**config.mk**
```make
export PLATFORM = sky130hd
export DESIGN_NAME = serial_baud_rate_generator
export DESIGN_NICKNAME = d
export VERILOG_FILES = /design/src/hdl/baud_gen_pkg.sv /design/src/hdl/serial_baud_rate_generator.sv
export SDC_FILE = /design/constraint.sdc
export NUM_CORES = 1
export LEC_CHECK = 0
export BUFFER_PORTS_ARGS = -buffer_cell sky130_fd_sc_hd__buf_2
export CAP_MARGIN = 15
export CORE_ASPECT_RATIO = 1.1
export CORE_MARGIN = 2
export CORE_UTILIZATION = 40
export CTS_CLUSTER_DIAMETER = 60
export DETAILED_ROUTE_END_ITERATION = 12
export PLACE_DENSITY = 0.66
export SYNTH_ARGS = -nofsm -noshare
export SYNTH_HDL_FRONTEND = slang
export SYNTH_SLANG_ARGS = --single-unit
```
**constraint.sdc**
```tcl
create_clock -name sys_clk -period 1.9 [get_ports sys_clk]
set_input_delay 0 -clock sys_clk [delete_from_list [all_inputs] [get_ports sys_clk]]
set_output_delay 0 -clock sys_clk [all_outputs]
set_load 0.1 [all_outputs]
```
**src/hdl/baud_gen_pkg.sv**
```systemverilog
package baud_gen_pkg;

  // ==========================================================
  // Register indices (byte address is four times the index)
  localparam logic [7:0] RCV_STATUS_IDX  = 8'h13;
  localparam logic [7:0] XMT_STATUS_IDX  = 8'h15;
  localparam logic [7:0] BAUD_DIV_IDX    = 8'h17;
  localparam logic [7:0] TIMER_STAT_IDX  = 8'h18;

  // ==========================================================
  // Field positions
  localparam int RCV_ENABLE_BIT    = 7;
  localparam int RCV_NINE_BIT      = 6;
  localparam int RCV_SINGLE_BIT    = 5;
  localparam int RCV_CONT_BIT      = 4;
  localparam int XMT_CLKSRC_BIT    = 7;
  localparam int XMT_NINE_BIT      = 6;
  localparam int XMT_ENABLE_BIT    = 5;
  localparam int XMT_SYNC_BIT      = 4;
  localparam int XMT_SHIFT_EMPTY   = 1;
  localparam int XMT_NINTH_BIT     = 0;

  // Writable masks: unimplemented and status bits read as fixed values
  localparam logic [7:0] RCV_WRITE_MASK = 8'hf0;
  localparam logic [7:0] XMT_WRITE_MASK = 8'hf1;

  // ==========================================================
  // Reset values
  localparam logic [7:0] RCV_STATUS_RST = 8'h00;
  localparam logic [7:0] XMT_STATUS_RST = 8'h00;
  localparam logic [7:0] BAUD_DIV_RST   = 8'h00;

  // ==========================================================
  // Counts
  localparam logic [1:0] PRESCALE_LAST = 2'h3;
  localparam logic [3:0] OVERSAMPLE_LAST = 4'hf;
  localparam int         SYNC_DIVIDE   = 4;
  localparam int         ASYNC_DIVIDE  = 64;

  // ==========================================================
  // Carriers
  typedef struct packed {
    logic        read;
    logic        write;
    logic [7:0]  address;
    logic [3:0]  byteenable;
    logic [31:0] writedata;
  } avl_req_type;

  typedef struct packed {
    logic        ack;
    logic [31:0] rdData;
    logic [7:0]  rcvStatus;
    logic [7:0]  xmtStatus;
    logic [7:0]  divisor;
    logic [1:0]  prescale;
    logic [7:0]  timer;
    logic [3:0]  oversample;
    logic        rateTick;
  } state_type;

endpackage : baud_gen_pkg

```
**src/hdl/serial_baud_rate_generator.sv**
```systemverilog
`timescale 1ns/1ns
// Contract
// - Dedicated 8-bit free-running timer, divisor period
// - Divisor accepts every value 0 to 255
// - Async rate is Fosc over 64(X+1)
// - Sync rate is Fosc over 4(X+1)
// - Tick drives port only async or master
// - Divisor write clears timer immediately
// - Every reset clears divisor to zero
// - Mode bit set selects sync, clear async
// - Clock source set master, clear slave; async mode holds clockMaster low

module serial_baud_rate_generator (
  // Clock and reset
  input  wire logic                      sys_clk,
  input  wire logic                      sys_rst,
  // Avalon-MM slave
  input  wire baud_gen_pkg::avl_req_type avlReq,
  output logic [31:0]                    readdata,
  output logic                           waitrequest,
  // Serial port side
  output logic                           rateTick,
  output logic                           syncMode,
  output logic                           clockMaster,
  output logic                           portEnable
);

  // ==========================================================
  // State
  baud_gen_pkg::state_type st_r;
  baud_gen_pkg::state_type st_nxt;

  logic       busReq;
  logic       accept;
  logic       wrAccept;
  logic       divWrite;
  logic       baseTick;
  logic       tickActive;

  function automatic logic [31:0] read_mux(input logic [7:0] idx,
                                           input baud_gen_pkg::state_type s);
    logic [31:0] d;
    d = 32'h0000_0000;
    case (idx)
      baud_gen_pkg::RCV_STATUS_IDX: d[7:0] = s.rcvStatus;
      baud_gen_pkg::XMT_STATUS_IDX: begin
        d[7:0] = s.xmtStatus;
        // No shift register here: always reported empty
        d[baud_gen_pkg::XMT_SHIFT_EMPTY] = 1'b1;
      end
      baud_gen_pkg::BAUD_DIV_IDX:   d[7:0] = s.divisor;
      baud_gen_pkg::TIMER_STAT_IDX: d[7:0] = s.timer;
      default:                      d = 32'h0000_0000;
    endcase
    return d;
  endfunction : read_mux

  // ==========================================================
  // Bus decode: one wait cycle, answer on the second
  assign busReq      = avlReq.read | avlReq.write;
  assign waitrequest = busReq & ~st_r.ack;
  assign accept      = busReq & st_r.ack;
  assign wrAccept    = accept & avlReq.write & avlReq.byteenable[0]
                       & (avlReq.address[1:0] == 2'h0);
  assign divWrite    = wrAccept & (avlReq.address[7:2] == baud_gen_pkg::BAUD_DIV_IDX[5:0]);

  assign syncMode    = st_r.xmtStatus[baud_gen_pkg::XMT_SYNC_BIT];
  assign clockMaster = syncMode & st_r.xmtStatus[baud_gen_pkg::XMT_CLKSRC_BIT];
  assign tickActive  = ~syncMode | clockMaster;
  assign portEnable  = st_r.rcvStatus[baud_gen_pkg::RCV_ENABLE_BIT];
  assign rateTick    = st_r.rateTick;
  assign readdata    = st_r.rdData;

  assign baseTick = (st_r.prescale == baud_gen_pkg::PRESCALE_LAST)
                    && (st_r.timer == st_r.divisor);

  always_comb begin
    st_nxt = st_r;
    st_nxt.ack = busReq & ~st_r.ack;
    if (busReq && !st_r.ack && avlReq.read) begin
      st_nxt.rdData = (avlReq.address[1:0] == 2'h0)
                      ? read_mux({2'b00, avlReq.address[7:2]}, st_r) : 32'h0000_0000;
    end
    if (wrAccept) begin
      case ({2'b00, avlReq.address[7:2]})
        baud_gen_pkg::RCV_STATUS_IDX:
          st_nxt.rcvStatus = avlReq.writedata[7:0] & baud_gen_pkg::RCV_WRITE_MASK;
        baud_gen_pkg::XMT_STATUS_IDX:
          st_nxt.xmtStatus = avlReq.writedata[7:0] & baud_gen_pkg::XMT_WRITE_MASK;
        baud_gen_pkg::BAUD_DIV_IDX:
          st_nxt.divisor = avlReq.writedata[7:0];
        default: st_nxt.divisor = st_r.divisor;
      endcase
    end
    // Free-running timer at a quarter of the clock
    st_nxt.prescale = st_r.prescale + 2'h1;
    if (st_r.prescale == baud_gen_pkg::PRESCALE_LAST) begin
      st_nxt.timer = (st_r.timer == st_r.divisor) ? 8'h00 : st_r.timer + 8'h01;
    end
    if (baseTick) begin
      st_nxt.oversample = st_r.oversample + 4'h1;
    end
    st_nxt.rateTick = tickActive & baseTick
                      & (syncMode | (st_r.oversample == baud_gen_pkg::OVERSAMPLE_LAST));
    // New rate starts at once rather than after the old period ends
    if (divWrite) begin
      st_nxt.prescale   = 2'h0;
      st_nxt.timer      = 8'h00;
      st_nxt.oversample = 4'h0;
      st_nxt.rateTick   = 1'b0;
    end
  end

  always_ff @(posedge sys_clk or posedge sys_rst) begin
    if (sys_rst) begin
      st_r.ack        <= 1'b0;
      st_r.rdData     <= 32'h0000_0000;
      st_r.rcvStatus  <= baud_gen_pkg::RCV_STATUS_RST;
      st_r.xmtStatus  <= baud_gen_pkg::XMT_STATUS_RST;
      st_r.divisor    <= baud_gen_pkg::BAUD_DIV_RST;
      st_r.prescale   <= 2'h0;
      st_r.timer      <= 8'h00;
      st_r.oversample <= 4'h0;
      st_r.rateTick   <= 1'b0;
    end else begin
      st_r <= st_nxt;
    end
  end

  // ==========================================================
  // Assertion helpers: cycles between output ticks
  logic [14:0] gapCnt_r;
  logic        armed_r;

  always_ff @(posedge sys_clk or posedge sys_rst) begin
    if (sys_rst) begin
      gapCnt_r <= 15'h0000;
      armed_r  <= 1'b0;
    end else begin
      gapCnt_r <= (wrAccept || st_r.rateTick) ? 15'h0000 : gapCnt_r + 15'h0001;
      armed_r  <= wrAccept ? 1'b0 : (st_r.rateTick ? 1'b1 : armed_r);
    end
  end

  // ==========================================================
  // Assertions
  div_reset_a: assert property (@(posedge sys_clk)
    $past(sys_rst) |-> st_r.divisor == 8'h00)
    else $error("divisor not zero after reset");

  div_store_a: assert property (@(posedge sys_clk) disable iff (sys_rst)
    divWrite |=> st_r.divisor == $past(avlReq.writedata[7:0]))
    else $error("divisor write not stored");

  timer_clear_a: assert property (@(posedge sys_clk) disable iff (sys_rst)
    divWrite |=> (st_r.timer == 8'h00 && st_r.prescale == 2'h0 && !st_r.rateTick))
    else $error("timer not cleared by divisor write");

  timer_range_a: assert property (@(posedge sys_clk) disable iff (sys_rst)
    st_r.timer <= st_r.divisor)
    else $error("timer beyond divisor");

  async_rate_a: assert property (@(posedge sys_clk) disable iff (sys_rst)
    (st_r.rateTick && armed_r && !syncMode)
      |-> gapCnt_r == 15'((st_r.divisor + 9'd1) * 64 - 1))
    else $error("asynchronous tick period wrong");

  sync_rate_a: assert property (@(posedge sys_clk) disable iff (sys_rst)
    (st_r.rateTick && armed_r && syncMode)
      |-> gapCnt_r == 15'((st_r.divisor + 9'd1) * 4 - 1))
    else $error("synchronous tick period wrong");

  slave_quiet_a: assert property (@(posedge sys_clk) disable iff (sys_rst)
    (syncMode && !clockMaster && $past(syncMode) && !$past(clockMaster)) |-> !rateTick)
    else $error("tick in synchronous slave mode");

  master_sel_a: assert property (@(posedge sys_clk) disable iff (sys_rst)
    clockMaster == (st_r.xmtStatus[4] && st_r.xmtStatus[7]))
    else $error("clock source selection wrong");

  mode_sel_a: assert property (@(posedge sys_clk) disable iff (sys_rst)
    (wrAccept && avlReq.address[7:2] == 6'h15) |=> syncMode == $past(avlReq.writedata[4]))
    else $error("mode select not taken");

  prescale_tick_a: assert property (@(posedge sys_clk) disable iff (sys_rst)
    (sys_rst == 1'b0 && syncMode && clockMaster && !divWrite && baseTick) |=> rateTick)
    else $error("base tick not passed out");

  bus_answer_a: assert property (@(posedge sys_clk) disable iff (sys_rst)
    busReq |-> ##[0:1] !waitrequest)
    else $error("bus answer late");

  // ==========================================================
  // Bus assertions
  wait_first_a: assert property (@(posedge sys_clk) disable iff (sys_rst)
    (busReq && !st_r.ack) |-> waitrequest)
    else $error("first request cycle not stalled");

  ack_pulse_a: assert property (@(posedge sys_clk) disable iff (sys_rst)
    st_r.ack |=> !st_r.ack)
    else $error("acknowledge longer than one cycle");

  ack_req_a: assert property (@(posedge sys_clk) disable iff (sys_rst)
    (st_r.ack && !$past(sys_rst)) |-> $past(busReq))
    else $error("acknowledge without request");

  rd_upper_a: assert property (@(posedge sys_clk) disable iff (sys_rst)
    (busReq && !waitrequest) |-> readdata[31:8] == 24'h000000)
    else $error("read data upper bits set");

  rd_shift_a: assert property (@(posedge sys_clk) disable iff (sys_rst)
    (accept && avlReq.read && avlReq.address == 8'h54) |-> readdata[1])
    else $error("shift empty flag not reported");

  rd_div_a: assert property (@(posedge sys_clk) disable iff (sys_rst)
    (accept && avlReq.read && avlReq.address == 8'h5c) |-> readdata[7:0] == st_r.divisor)
    else $error("divisor read back wrong");

  rd_unmapped_a: assert property (@(posedge sys_clk) disable iff (sys_rst)
    (accept && avlReq.read && avlReq.address[1:0] != 2'h0) |-> readdata == 32'h0000_0000)
    else $error("misaligned read not zero");

  rd_hold_a: assert property (@(posedge sys_clk) disable iff (sys_rst)
    !(busReq && !st_r.ack && avlReq.read) |=> $stable(readdata))
    else $error("read data changed without read");

  // ==========================================================
  // Register assertions
  div_hold_a: assert property (@(posedge sys_clk) disable iff (sys_rst)
    (!$past(divWrite) && !$past(sys_rst)) |-> $stable(st_r.divisor))
    else $error("divisor changed without write");

  mode_hold_a: assert property (@(posedge sys_clk) disable iff (sys_rst)
    (!$past(wrAccept) && !$past(sys_rst)) |-> $stable(st_r.xmtStatus))
    else $error("transmit status changed without write");

  rcv_hold_a: assert property (@(posedge sys_clk) disable iff (sys_rst)
    (!$past(wrAccept) && !$past(sys_rst)) |-> $stable(st_r.rcvStatus))
    else $error("receive status changed without write");

  port_en_a: assert property (@(posedge sys_clk) disable iff (sys_rst)
    (wrAccept && avlReq.address == 8'h4c) |=> portEnable == $past(avlReq.writedata[7]))
    else $error("port enable not taken");

  rcv_low_a: assert property (@(posedge sys_clk) disable iff (sys_rst)
    st_r.rcvStatus[3:0] == 4'h0)
    else $error("receive reserved bits set");

  xmt_res_a: assert property (@(posedge sys_clk) disable iff (sys_rst)
    st_r.xmtStatus[3:1] == 3'h0)
    else $error("transmit reserved bits set");

  // ==========================================================
  // Timer assertions
  prescale_step_a: assert property (@(posedge sys_clk) disable iff (sys_rst)
    (!$past(divWrite) && !$past(sys_rst))
      |-> st_r.prescale == 2'($past(st_r.prescale) + 2'h1))
    else $error("prescaler did not advance");

  timer_hold_a: assert property (@(posedge sys_clk) disable iff (sys_rst)
    (st_r.prescale != baud_gen_pkg::PRESCALE_LAST && !divWrite) |=> $stable(st_r.timer))
    else $error("timer moved between prescaler ends");

  timer_wrap_a: assert property (@(posedge sys_clk) disable iff (sys_rst)
    (baseTick && !divWrite) |=> st_r.timer == 8'h00)
    else $error("timer did not wrap at divisor");

  timer_step_a: assert property (@(posedge sys_clk) disable iff (sys_rst)
    (st_r.prescale == baud_gen_pkg::PRESCALE_LAST && st_r.timer != st_r.divisor && !divWrite)
      |=> st_r.timer == 8'($past(st_r.timer) + 8'h01))
    else $error("timer did not step");

  over_hold_a: assert property (@(posedge sys_clk) disable iff (sys_rst)
    (!baseTick && !divWrite) |=> $stable(st_r.oversample))
    else $error("oversample moved without base tick");

  over_clear_a: assert property (@(posedge sys_clk) disable iff (sys_rst)
    divWrite |=> st_r.oversample == 4'h0)
    else $error("oversample not cleared by divisor write");

  // ==========================================================
  // Tick assertions
  tick_pulse_a: assert property (@(posedge sys_clk) disable iff (sys_rst)
    rateTick |=> !rateTick)
    else $error("tick longer than one cycle");

  tick_base_a: assert property (@(posedge sys_clk) disable iff (sys_rst)
    rateTick |-> $past(baseTick))
    else $error("tick without base tick");

  async_sixteen_a: assert property (@(posedge sys_clk) disable iff (sys_rst)
    (rateTick && !$past(syncMode)) |-> $past(st_r.oversample) == baud_gen_pkg::OVERSAMPLE_LAST)
    else $error("asynchronous tick not on sixteenth");

  tick_active_a: assert property (@(posedge sys_clk) disable iff (sys_rst)
    rateTick |-> $past(tickActive))
    else $error("tick while generator unused");

  tick_quiet_a: assert property (@(posedge sys_clk) disable iff (sys_rst)
    divWrite |=> !rateTick [*4])
    else $error("stale tick after divisor write");

  tick_after_rst_a: assert property (@(posedge sys_clk)
    $past(sys_rst) |-> !rateTick)
    else $error("tick right after reset");

endmodule : serial_baud_rate_generator

```
==> metrics.md <==
| Metric | Value |
|---|---|
| # setup viols final | 0 |
| TritonCTS clock tree | done |
| Met1 usage | 21.1% |
| Synth Area in Adders | 1.56% |
| Pwr dens | 844 nW/µm² |
| Largest net degree at the start of global routing | 42 |
| GPL Wtd Cong | 0.851 |
| Slew Viols, Final | 0 |
| Clk buf depth | 2 |
| Worst Setup End Kind | output pin |
| H-tree levels | 2 |
| Final core occ | 47.4% |
| Startpoint types | input pin |
| Fraction of synthesized area in multiplexers | 10.5% |
| Die height | 85.4 µm |
| DR iter-0 viols | 66 |
| Cell Area, Synth | 2410 µm² |
| Hold Crit Class | input pin to register |
| Worst skew pair latency | 0.29 ns |
| Core area | 5810 µm² |
| Via count | 1700 |
| Register area share after synthesis | 42.6% |
| Post-Synth XOR/XNOR Area | 7.38% |
| # rows | 29 |
| RR Startpoint | st_r[8] |
| Clock Pin Slew Worst Setup and Hold Paths | 0.08 ns |
| Root Buffer | clkbuf_8 |
| Remaining antenna violation count | 0 |
| Status | finished clean |
| FMAX | 0.563 GHz |
| Met3 Resource Use GR | 2.45% |
| Ys Warns | 0 |
| Clock Sinks | 41 |
| Post-synthesis cell count | 219 |
| Layout cells sized above 1 | 30.0% |
| First-pass GRT wire length | 7910 µm |
| Placed cell area | 2530 µm² |
| # port buffers | 33 |
| CP Launch Point | avlReq[44] |
| Initial Utilization | 41.5% |
| RSZ-0062 raised after global routing | no |
| Post-synthesis compound-gate area fraction | 8.42% |
| Hold Fails Final Rpt | 0 |
| Final instance area | 2750 µm² |
| DR pass1 iterations | 4 |
| Vias in the first global route | 1615 |
| Final net count | 313 |
| Detailed Route WL | 4620 µm |
| Slew headroom | 64.6% |
| MaxCap Viol Count | 0 |
| DRC viols | 0 |
| Congestion Overflow GR | 0 |
| Critical path class | input pin to output pin |
| GR Util All Layers | 14.9% |
| Syn-to-layout area delta | 14.3% |
| Most common cell after layout, fill and taps aside | dfrtp_1 |
| Largest family of logic cells by synthesized area | simple AND/OR/NAND/NOR gates |
| Synth Flop Type | dfrtp_1 |
| Tmin final | 1.78 ns |
| # diodes | 0 |
| Peak supply drop | 0.000398 V |
| Leakage | 1.26 nW |
| Post-synth EDFFs | 0 |
| Filler instances | 539 |
| Crit Path Max Fanout | 2 |
| Simple-gate area share of the yosys netlist | 16.8% |
| #FFs+latches synth | 41 |
| Netlist cell types | 46 |
| CP required | 1.90 ns |
| Num CTS Buffers | 5 |
| CP arrival | 1.78 ns |
| Clk_skew | 0.00805 ns |
| Least-Margin Pin Slew | 0.528 ns |
| Post-CTS setup repair buffer count | 0 |
| GRT met2 Usage | 23.6% |
| Commonest cells after routing, fill and taps aside | 41 x dfrtp_1, 33 x buf_2, 24 x conb_1 |
| Die X | 78.0 µm |
| Final Cycle Share | 93.6% |
| Initial antenna violation count | 0 |
| Asr flop ratio synth | 100% |
| Grt peak-use layer | met2 |
| Dpl hpwl | 3540 µm |
| Hold path start | avlReq[40] |
| Routed WL per cell | 13.6 µm |
| Avg Inst Size Synth | 11.0 µm² |
| I/O pins | 85 |
| Die ar. | 6660 µm² |
| Vias per inst | 5.00 |
-- final cells by class --
class	count	area (µm²)	share of cell area [%]
Inverter	4	15.0	0.545
Multi-Input combinational cell	158	1170	42.5
Tap cell	77	96.3	3.50
Clock inverter	2	38.8	1.41
Timing Repair Buffer	52	335	12.2
Sequential cell	41	1030	37.3
Clock buffer	6	72.6	2.64
-- path summary, 6_finish.rpt --
| kind | endpoint | slack (ns) | depth (start not counted) |
|---|---|---|---|
| max | waitrequest | 0.12 | 6 |
| min | st_r[3] | 0.16 | 4 |
| max reg2reg | st_r[4] | 0.18 | 4 |
| min reg2reg | st_r[13] | 0.45 | 1 |
| max in group asynchronous | st_r[12] | 1.19 | 4 |
| min in group asynchronous | readdata[0] | 0.37 | 4 |
-- power by group --
| group | internal (W) | total (W) | switching (W) | leakage [nW] |
|---|---|---|---|---|
| clock | 0.000394 | 0.000689 | 0.000295 | 0.0554 |
| combinational | 0.000184 | 0.000618 | 0.000434 | 0.643 |
| sequential | 0.000946 | 0.00102 | 0.0000707 | 0.557 |
| total | 0.00152 | 0.00232 | 0.000799 | 1.26 |
-- synthesized netlist by cell type, types with 4 or more instances --
cell type	count	area (µm²)
mux2_2	17	191
xnor2_2	6	97.6
inv_1	4	15.0
dfrtp_1	41	1030
buf_4	33	248
a221oi_1	4	35.0
nand4_1	6	37.5
a21oi_1	6	30.0
nand2b_1	4	25.0
nand2_1	13	48.8
nor3_1	10	50.1
nor2_1	10	37.5
mux2i_1	5	50.1
o21ai_1	8	40.0
-- registers in the layout, indices dropped and copies added (netlist names) --
| name | flops |
|---|---|
| portEnable | 1 |
| rateTick | 1 |
| readdata | 8 |
| st_r | 30 |
| syncMode | 1 |
-- kinds of logic (layout without fill, tap and decap cells) --
family,after synthesis,in the layout
compound gates,31,31
xor+xnor,13,13
flops,41,41
other cells,1,24
mux,23,23
buf+inv,43,64
fa+ha+maj,3,3
simple gates,64,64
-- layer usage --
layer	part of all wire, %	vias up
met3	3.4	5
met2	47	47
met1	48	830
met4	1.4	0
li1	-	818
met5	0	-
-- timing repair --
action	in CTS	in global routing
hold buffers	11	0
gates resized for setup	0	0
endpoints found under the hold margin	59	0
-- critical path, cell delays in order --
cell and delay [ns]:
dlygate4sd3_1 0.53, buf_2 0.11, nor2_1 0.04, dlygate4sd3_1 0.56, nor2_2 0.10, buf_2 0.43
-- through the flow --
| step | hold WS (ns) | total power [W] | setup WS (ns) | TNS [ns] | cells |
|---|---|---|---|---|---|
| after floorplan | 0.135 | 0.00155 | -0.00635 | -0.00635 | 242 |
| after global placement | 0.156 | 0.00162 | 0.258 | 0 | 321 |
| after detailed placement | 0.153 | 0.00163 | 0.200 | 0 | 321 |
| after CTS | 0.163 | 0.00235 | 0.161 | 0 | 340 |
| after global routing | 0.213 | 0.00244 | 0.0522 | 0 | 340 |
| final | 0.159 | 0.00232 | 0.122 | 0 | 340 |
Note: power is estimated with default switching activity, not from simulation.
